### src/split_xfer_pkg.sv
/*
  Constants shared by the split transfer controller: command encodings,
  pin widths and power-up timing counts.
  Assumes a single 100 MHz clock and a multiport DRAM on the far side
  whose strobes are driven directly by the controller.
*/
// Notes on behaviour
// RL1: Device splits serial buffer into two halves.
// RL2: Device makes column msb half select internally.
// RL3: Device shows active half on indicator.
// RL4: Indicator toggles after last shift of half.
// RL5: Split read copies 256 words into idle half.
// RL6: Active half keeps shifting during split read.
// RL7: Strobes need no alignment to shift clock.
// RL8: Wait setup delay after indicator toggle.
// RL9: Full read transfer precedes any split read.
// RL10: Split write copies idle half into row.
// RL11: Write mask on data pins at row strobe.
// RL12: Masked write transfer precedes any split write.
// RL13: Hold strobes high 200 us after power-up.
// RL14: Eight dummy row and shift cycles next.
// RL15: Transfer output enable high during initialization.
// RL16: Refresh counter uses eight column-before-row cycles.
// RL17: Set initial state after initialization.
// RL18: Special function select chooses split transfer.
// RL19: Split transfers keep serial direction.
// RL20: Taps exclude last location of each half.
// RL21: Row msb partitions RAM and serial buffer.
package split_xfer_pkg;

  // Clock period in picoseconds.
  localparam int CLK_PERIOD_PS = 10000;

  // Power-up pause, microseconds, and its count in cycles (rounded up).
  localparam int POWERUP_US     = 200;
  localparam int POWERUP_CYCLES =
    (POWERUP_US * 1000000 + CLK_PERIOD_PS - 1) / CLK_PERIOD_PS;

  // Split transfer setup delay in nanoseconds and cycles (rounded up).
  localparam int SETUP_DELAY_NS     = 20;
  localparam int SETUP_DELAY_CYCLES =
    (SETUP_DELAY_NS * 1000 + CLK_PERIOD_PS - 1) / CLK_PERIOD_PS;

  // Strobe phase widths in cycles.
  localparam int STROBE_PHASE_CYCLES = 6;

  // Dummy cycles needed during initialization.
  localparam int DUMMY_CYCLES = 8;

  // Width of the random data pins and the multiplexed address pins.
  localparam int DATA_W = 16;
  localparam int ADDR_W = 9;

  // Highest legal tap inside one buffer half.
  localparam logic [7:0] TAP_MAX = 8'hfe;

  // Transfer kinds requested by the user side.
  typedef enum logic [1:0] {
    XFER_READ        = 2'h0,
    XFER_MASKED_WR   = 2'h1,
    XFER_SPLIT_READ  = 2'h2,
    XFER_SPLIT_WRITE = 2'h3
  } xfer_kind_t;

endpackage

### src/cycle_timer.sv
/*
  Down counter that reports when a loaded count has run out.
  Assumes the loader holds the count stable during the load pulse.
*/
`timescale 1ns/10ps
`default_nettype none
module cycle_timer #(
  parameter int WIDTH = 16
) (
  input  wire logic             clk,
  input  wire logic             arst_n,
  input  wire logic             load,
  input  wire logic [WIDTH-1:0] count,
  output logic                  expired
);

  logic [WIDTH-1:0] remaining;

  // =====================================================================
  // Counter
  // Load wins over counting; expiry is a level while the count is zero.
  always_ff @(posedge clk or negedge arst_n) begin
    if (!arst_n) begin
      remaining <= '0;
    end else if (load) begin
      remaining <= count;
    end else if (remaining != '0) begin
      remaining <= remaining - 1'b1;
    end
  end

  // Expiry looks at the count only, so logic that loads on expiry
  // forms no combinational loop through this port.
  assign expired = (remaining == '0);

endmodule
`default_nettype wire

### src/split_xfer_ctrl.sv
/*
  Host controller for a dual-port video DRAM with split serial transfer.
  It runs the power-up sequence, then issues read, masked write, split
  read and split write transfer cycles on request, keeping the order
  and setup delays that the memory needs.
  Assumes the memory's active half indicator is asynchronous to clk.
*/
`timescale 1ns/10ps
`default_nettype none
module split_xfer_ctrl
  import split_xfer_pkg::*;
#(
  parameter int POWERUP_WAIT = split_xfer_pkg::POWERUP_CYCLES,
  parameter bit USE_CBR      = 1'b0
) (
  input  wire logic                      clk,
  input  wire logic                      arst_n,
  input  wire logic                      reqValid,
  output logic                           reqReady,
  input  wire split_xfer_pkg::xfer_kind_t reqKind,
  input  wire logic [8:0]                reqRow,
  input  wire logic [7:0]                reqTap,
  input  wire logic [15:0]               reqMask,
  output logic                           initDone,
  output logic                           orderError,
  output logic                           rowStrobe_n,
  output logic                           colStrobe_n,
  output logic                           transferOutputEnable_n,
  output logic                           writeEnableLower_n,
  output logic                           writeEnableUpper_n,
  output logic                           specialFunctionSelect,
  output logic [8:0]                     address,
  output logic                           serialShiftClock,
  output logic [15:0]                    ramDataOut,
  output logic                           ramDataOe_n,
  input  wire logic                      activeHalfIndicator
);
  import split_xfer_pkg::*;

  typedef enum logic [2:0] {
    ST_PAUSE = 3'b000,
    ST_DUMMY = 3'b001,
    ST_IDLE  = 3'b011,
    ST_ROW   = 3'b010,
    ST_COL   = 3'b110,
    ST_DONE  = 3'b111
  } state_t;

  state_t     state;
  state_t     next_state;
  logic [3:0] dummyCount;
  logic       phaseHigh;
  logic       seenRead;
  logic       seenMaskedWr;
  logic       halfSync1;
  logic       halfSync2;
  logic       halfPrev;
  logic       timerLoad;
  logic [31:0] timerCount;
  logic       timerExpired;
  xfer_kind_t kindHeld;
  logic [7:0] tapHeld;
  logic       pauseArmed;
  logic       startPause;

  // =====================================================================
  // Indicator synchroniser and toggle detect
  // The first stage feeds only the second one.
  always_ff @(posedge clk or negedge arst_n) begin
    if (!arst_n) begin
      halfSync1 <= 1'b0;
      halfSync2 <= 1'b0;
      halfPrev  <= 1'b0;
    end else begin
      halfSync1 <= activeHalfIndicator;
      halfSync2 <= halfSync1;
      halfPrev  <= halfSync2;
    end
  end

  // A toggle of the indicator seen in ST_IDLE restarts the setup delay.
  wire halfToggled = halfSync2 ^ halfPrev;

  // =====================================================================
  // Request decode
  wire isSplit  = (reqKind == XFER_SPLIT_READ) ||
                  (reqKind == XFER_SPLIT_WRITE);
  wire orderOk  = (reqKind == XFER_SPLIT_READ)  ? seenRead :      // RL9
                  (reqKind == XFER_SPLIT_WRITE) ? seenMaskedWr :  // RL12
                  1'b1;
  wire tapOk    = reqTap <= TAP_MAX;                              // RL20
  wire canStart = (state == ST_IDLE) && timerExpired &&
                  !halfToggled;                                   // RL8
  wire accept   = reqValid && canStart && orderOk && tapOk;
  wire isWrite  = (reqKind == XFER_MASKED_WR) ||
                  (reqKind == XFER_SPLIT_WRITE);
  wire phaseEnd = timerExpired && (state != ST_IDLE);

  assign reqReady = canStart && orderOk && tapOk;
  assign initDone = (state != ST_PAUSE) && (state != ST_DUMMY);

  // One pulse after reset release starts the power-up pause.
  assign startPause = !pauseArmed;
  always_ff @(posedge clk or negedge arst_n) begin
    if (!arst_n) pauseArmed <= 1'b0;
    else         pauseArmed <= 1'b1;
  end

  // Timer loads: pause at reset release, strobe phases, setup delay.
  // The end of the pause loads a full phase so the first dummy cycle
  // is as long as the others.
  always_comb begin
    timerLoad  = 1'b0;
    timerCount = 32'(STROBE_PHASE_CYCLES);
    if (halfToggled && state == ST_IDLE) begin
      timerLoad  = 1'b1;
      timerCount = 32'(SETUP_DELAY_CYCLES);                       // RL8
    end else if (accept || (phaseEnd && pauseArmed)) begin
      timerLoad  = 1'b1;
    end
  end

  cycle_timer #(.WIDTH(32)) u_timer (
    .clk     (clk),
    .arst_n  (arst_n),
    .load    (timerLoad || startPause),
    .count   (startPause ? 32'(POWERUP_WAIT) : timerCount),       // RL13
    .expired (timerExpired)
  );

  // =====================================================================
  // State sequencing
  always_comb begin
    next_state = state;
    case (state)
      ST_PAUSE: if (pauseArmed && timerExpired) next_state = ST_DUMMY;
      ST_DUMMY: if (phaseEnd && phaseHigh &&
                    dummyCount == 4'(DUMMY_CYCLES - 1)) begin     // RL14
                  next_state = ST_IDLE;
                end
      ST_IDLE:  if (accept) next_state = ST_ROW;
      ST_ROW:   if (phaseEnd) next_state = ST_COL;
      ST_COL:   if (phaseEnd) next_state = ST_DONE;
      ST_DONE:  if (phaseEnd) next_state = ST_IDLE;
      default:  next_state = ST_PAUSE;
    endcase
  end

  always_ff @(posedge clk or negedge arst_n) begin
    if (!arst_n) state <= ST_PAUSE;
    else         state <= next_state;
  end

  // Dummy cycle counter and phase; low then high makes one cycle.
  always_ff @(posedge clk or negedge arst_n) begin
    if (!arst_n) begin
      dummyCount <= 4'h0;
      phaseHigh  <= 1'b0;
    end else if (state == ST_DUMMY && phaseEnd) begin
      phaseHigh <= !phaseHigh;
      if (phaseHigh) dummyCount <= dummyCount + 4'h1;
    end
  end

  // Order bookkeeping: split reads need a prior full read, split writes
  // a prior masked write. A new conventional transfer clears the other kind's flag.
  always_ff @(posedge clk or negedge arst_n) begin
    if (!arst_n) begin
      seenRead     <= 1'b0;
      seenMaskedWr <= 1'b0;
      orderError   <= 1'b0;
      kindHeld     <= XFER_READ;
    end else begin
      orderError <= reqValid && canStart && !(orderOk && tapOk);
      if (accept) begin                                           // RL17
        kindHeld <= reqKind;
        if (reqKind == XFER_READ) begin                           // RL9
          seenRead     <= 1'b1;
          seenMaskedWr <= 1'b0;
        end else if (reqKind == XFER_MASKED_WR) begin             // RL12
          seenMaskedWr <= 1'b1;
          seenRead     <= 1'b0;
        end
      end
    end
  end

  // =====================================================================
  // Pin drive
  // Strobes start high and stay high through the pause (RL13, RL15).
  wire inXfer  = (state == ST_ROW) || (state == ST_COL);
  wire dumLow  = (state == ST_DUMMY) && !phaseHigh;
  wire heldWr  = (kindHeld == XFER_MASKED_WR) ||
                 (kindHeld == XFER_SPLIT_WRITE);
  always_ff @(posedge clk or negedge arst_n) begin
    if (!arst_n) begin
      rowStrobe_n            <= 1'b1;
      colStrobe_n            <= 1'b1;
      transferOutputEnable_n <= 1'b1;
      writeEnableLower_n     <= 1'b1;
      writeEnableUpper_n     <= 1'b1;
      specialFunctionSelect  <= 1'b0;
      address                <= 9'h000;
      serialShiftClock       <= 1'b0;
      ramDataOut             <= 16'h0000;
      ramDataOe_n            <= 1'b1;
      tapHeld                <= 8'h00;
    end else begin
      // Refresh style dummy cycles drop the column strobe one cycle
      // ahead of the row strobe; plain ones use the row strobe alone.
      rowStrobe_n <= !(inXfer ||
                       (dumLow && (!USE_CBR || !colStrobe_n)));   // RL7
      colStrobe_n <= !((state == ST_COL) || (USE_CBR && dumLow)); // RL16
      serialShiftClock <= (state == ST_DUMMY) && phaseHigh;       // RL14
      // Transfer enable falls with the request, so it is set up one
      // cycle before the row strobe falls.
      transferOutputEnable_n <= !(inXfer || accept);              // RL15
      if (accept) begin
        tapHeld               <= reqTap;
        specialFunctionSelect <= isSplit;                         // RL18
        address               <= reqRow;                          // RL21
        writeEnableLower_n    <= !isWrite;
        writeEnableUpper_n    <= !isWrite;
        ramDataOut <= (reqKind == XFER_MASKED_WR) ? 16'h0000
                                                  : reqMask;      // RL11
        ramDataOe_n <= !isWrite;
      end else if (state == ST_ROW && phaseEnd) begin
        address     <= {1'b0, tapHeld};  // Half bit comes from device.
        ramDataOe_n <= 1'b1;
      end else if (state == ST_DONE && phaseEnd) begin
        writeEnableLower_n    <= 1'b1;
        writeEnableUpper_n    <= 1'b1;
        specialFunctionSelect <= 1'b0;
        ramDataOe_n           <= 1'b1;
      end
      if (heldWr && state == ST_COL) ramDataOe_n <= 1'b1;
    end
  end

  // =====================================================================
  // Checks
  a_trg_high_init: assert property (@(posedge clk)  // RL15
    disable iff (!arst_n) !initDone |-> transferOutputEnable_n)
    else $error("Transfer enable low during initialization.");

  a_pause_no_ras: assert property (@(posedge clk)  // RL13
    disable iff (!arst_n) state == ST_PAUSE |-> rowStrobe_n)
    else $error("Row strobe active during power-up pause.");

  a_split_rd_order: assert property (@(posedge clk)  // RL9
    disable iff (!arst_n)
    accept && reqKind == XFER_SPLIT_READ |-> seenRead)
    else $error("Split read issued without prior read transfer.");

  a_split_wr_order: assert property (@(posedge clk)  // RL12
    disable iff (!arst_n)
    accept && reqKind == XFER_SPLIT_WRITE |-> seenMaskedWr)
    else $error("Split write issued without prior masked write.");

  a_setup_after_toggle: assert property (@(posedge clk)  // RL8
    disable iff (!arst_n)
    halfToggled && state == ST_IDLE |=> !reqReady)
    else $error("Transfer allowed before setup delay elapsed.");

  a_dsf_split: assert property (@(posedge clk)  // RL18
    disable iff (!arst_n) accept |=> specialFunctionSelect == $past(isSplit))
    else $error("Special function select does not match request.");

  a_trg_before_ras: assert property (@(posedge clk)  // RL18
    disable iff (!arst_n)
    $fell(rowStrobe_n) && state != ST_DUMMY |->
      !$past(transferOutputEnable_n))
    else $error("Row strobe fell without transfer enable set up.");

  a_cbr_dummy: assert property (@(posedge clk)  // RL16
    disable iff (!arst_n)
    USE_CBR && $fell(rowStrobe_n) && state == ST_DUMMY |-> !colStrobe_n)
    else $error("Refresh dummy cycle lacks an early column strobe.");

endmodule
`default_nettype wire

### config.mk
export PLATFORM = sky130hd
export DESIGN_NAME = split_xfer_ctrl
export DESIGN_NICKNAME = d
export VERILOG_FILES = /design/src/split_xfer_pkg.sv /design/src/cycle_timer.sv /design/src/split_xfer_ctrl.sv
export SDC_FILE = /design/constraint.sdc
export NUM_CORES = 1
export LEC_CHECK = 0
export BUFFER_PORTS_ARGS = -buffer_cell sky130_fd_sc_hd__buf_4
export CAP_MARGIN = 20
export CORE_AREA = 2 2 111 113
export DETAILED_ROUTE_END_ITERATION = 10
export DIE_AREA = 0 0 113 115
export PLACE_DENSITY = 0.51
export SLEW_MARGIN = 30
export SYNTH_ARGS = -nofsm -noshare
export SYNTH_HDL_FRONTEND = slang
export SYNTH_SLANG_ARGS = --single-unit
### constraint.sdc
create_clock -name clk -period 5.57 [get_ports clk]
set_input_delay 0.2785 -clock clk [delete_from_list [all_inputs] [get_ports clk]]
set_output_delay 0.2785 -clock clk [all_outputs]
set_load 0.1 [all_outputs]
==> flow_summary.yaml <==
pwr:
  powerDensity_mw_per_mm2: 277
  peakVddDrop_v: 0.000170
  power.leakage_nw: 2.35
yosys:
  synthCells: 402
  netlist-cell-type-count: 49
  synth.avg_cell_area_um2: 10.0
  yosys_most_used_dff: "dfrtp_1"
  syn_area_mm2: 0.00402
  synth_top_area_share_pct: 51.6
  ys_seq_area_share_pct: 54.9
  syn_nets: 444
  yosysWarnings: 0
  synth-edff-count: 0
  synth_top_area_cell: "dfrtp_1"
  synth.area.top_cells: "dfrtp_1 (52%), nand2_1 (7.4%), xnor2_1 (5.7%)"
  async_flop_share_pct: 100
  synth-seq-cells: 88
routing:
  drt_wl_total_um: 8860
  firstDrtPassIters: 4
  drt_first_iter_violations: 131
  via_per_inst: 4.74
  wl_per_cell_um: 14.1
  final_antenna_net_count: 0
  drc: 0
  vias: 2974
critical_path:
  cp.arrival_ps: 3080
  critPathMaxFanout: 10
  endpoint_kind: "output port"
  required_ps: 5290
  r2r-end: "address[2]"
  start_kind: "register"
  crit_path_start: "u_timer.remaining[5]"
  r2r_setup_slack_ps: 2280
  r2r-start: "u_timer.remaining[5]"
  path_class: "reg -> out"
  reg2reg_depth: 7
cts:
  tritoncts: "built"
  insertion_delay_ps: 350
  htreeDepth: 3
  cts-resized-gates: 0
  cts_buffers: 9
  cts.root.buffer_cell: "clkbuf_16"
  holdBufCountCts: 1
  cts_setup_buffers: 0
  ctsLongestPathBuffers: 2
  clk_pin_slew_ps: 70
  cts_sinks: 88
run_status:
  status: "finished clean"
placement:
  dp_hpwl_um: 6190
  portBuffers: 74
  routabilityCongestion: 0.742
  post_dp_cell_area_mm2: 0.00472
timing:
  drv_slew: 0
  hold_viol: 0
  relSlewSlack_pct: 51.8
  tightest_slew_ps: 721
  holdWs_ps: 37.4
  max_freq_ghz: 0.297
  setup_violations: 0
  period_share_pct: 60.4
  rsz0062_at_grt: "no"
  finalSetupTns_ps: 0
  fin_crit_ps: 3360
  clock_skew_ps: 10.3
worst_hold_path:
  whs_path_depth: 1
  hp-start: "activeHalfIndicator"
  hold-path-endpoint: "halfSync1"
  min_path_type: "in -> reg"
layout:
  syn2layout_area_growth_pct: 25.4
  final_cell_area_mm2: 0.00505
  drive_gt1_share_pct: 24.0
  utilization_pct: 42.7
  diodes: 0
  final_nets: 517
floorplanning:
  start_util_pct: 34.1
  fp.dieH_um: 115
  fp-row-count: 40
  dieArea_mm2: 0.0130
  die_w_um: 113
  io_pins: 75
  coreArea_mm2: 0.0118
global_routing:
  grt_max_degree: 57
  grt_pass1_vias: 2981
  grt_overflow: 0
  grt_pass1_wl_um: 14900
  antenna_found_initial: 0
  track_usage_pct: 14.7
flow_run:
  maxCapViolCount: 0
## synth_stat cells, types with 4 or more instances
cell	n
a21oi_1	9
clkbuf_1	13
dfrtp_1	83
dfstp_2	5
inv_1	4
mux2i_1	8
nand2_1	79
nand2b_1	4
nand3_1	5
nand4_1	5
nor2_1	41
nor3_1	10
nor4_1	8
o21ai_0	27
o21ai_1	6
or3_1	8
or4_1	4
xnor2_1	26
xor2_1	7
## area by class of cell
type / count / area [µm²]
fillers: 1163 / 6760
clock buffers: 9 / 225
flip-flops and latches: 88 / 2210
repair buffers: 79 / 599
inverters: 4 / 15.0
well taps: 147 / 184
multi-input cells: 293 / 1720
clock inverters: 7 / 93.8
## cells by family after synthesis
kind of cell,Yosys count,synth area share [%]
and+or+nand+nor,189,23.4
DFF,88,54.9
AOI/OAI and AO/OA,56,8.02
xor gates and xnor gates,33,7.18
buffers and inverters,21,2.61
muxes,11,2.83
adders and majority gates,3,0.933
other,1,0.0932
## layout by cell type (no fill, tap or decap), types with 2 or more instances in the layout
| master | instances |
|---|---|
| ha_1 | 3 |
| o31ai_1 | 2 |
| nor2_1 | 41 |
| buf_4 | 77 |
| or4_1 | 4 |
| o21a_1 | 2 |
| xor2_1 | 7 |
| dfstp_2 | 5 |
| or4_4 | 2 |
| nand3_1 | 5 |
| or2_2 | 3 |
| mux2i_1 | 8 |
| nor3_1 | 10 |
| xnor2_1 | 26 |
| mux2_2 | 3 |
| dfrtp_1 | 83 |
| nand4_1 | 5 |
| and2_1 | 3 |
| inv_1 | 4 |
| clkbuf_16 | 9 |
| nand2_1 | 79 |
| clkinv_2 | 2 |
| nor4b_1 | 3 |
| and4b_1 | 2 |
| or3_1 | 8 |
| clkinvlp_4 | 2 |
| bufinv_16 | 2 |
| nor4_1 | 8 |
| nor4_2 | 2 |
| o21ai_1 | 5 |
| nand2b_1 | 4 |
| nor2b_1 | 3 |
| o22ai_1 | 2 |
| o21ai_0 | 27 |
| a21oi_1 | 9 |
## flip-flops by register name (all words and copies together) (netlist names), 3 cells and up
| name | count |
|---|---|
| u_timer.remaining | 32 |
| ramDataOut | 16 |
| address | 9 |
| tapHeld | 8 |
| dummyCount | 4 |
| state | 3 |
## power by group
group	leakage, nW	switching, W	internal [W]
logic	1.03	0.0000468	0.0000411
clock network	0.152	0.000260	0.000393
registers	1.17	0.0000106	0.000649
## per-stage QoR
| step | power [W] | std cells | setup slack [ps] |
|---|---|---|---|
| finish | 0.00140 | 627 | 2210 |
| global route | 0.00147 | 627 | 1880 |
| CTS | 0.00143 | 627 | 2140 |
| detailed placement | 0.000761 | 610 | 2300 |
| global placement | 0.000760 | 609 | 2310 |
| floorplan | 0.000714 | 402 | 507 |
## per-layer routing
layer	part of all wire [%]	wire (µm)	GRT usage, %	up-vias
met1	45	4020	18.7	1405
met3	5.1	454	5.54	6
met5	0	0	0	-
li1	-	-	-	1514
met4	1.0	91	4.88	0
met2	48	4290	23.3	49
## worst max-delay path: stages (launching register included)
cell and delay (ps):
dfrtp_1 410, nor4_2 500, nand3_1 320, or4_4 720, nor4_1 420, buf_4 360
## how the worst max path moves through the flow
stage                     cells past startpoint  slack [ps]          to
final                                         5        2210    reqReady
after global routing                          5        1880    reqReady
after CTS                                     5        2140    reqReady
after detailed placement                      7        2300  address[2]
after global placement                        6        2310  address[1]
after floorplan                               5         510    reqReady
(Power assumes the default switching activity.)
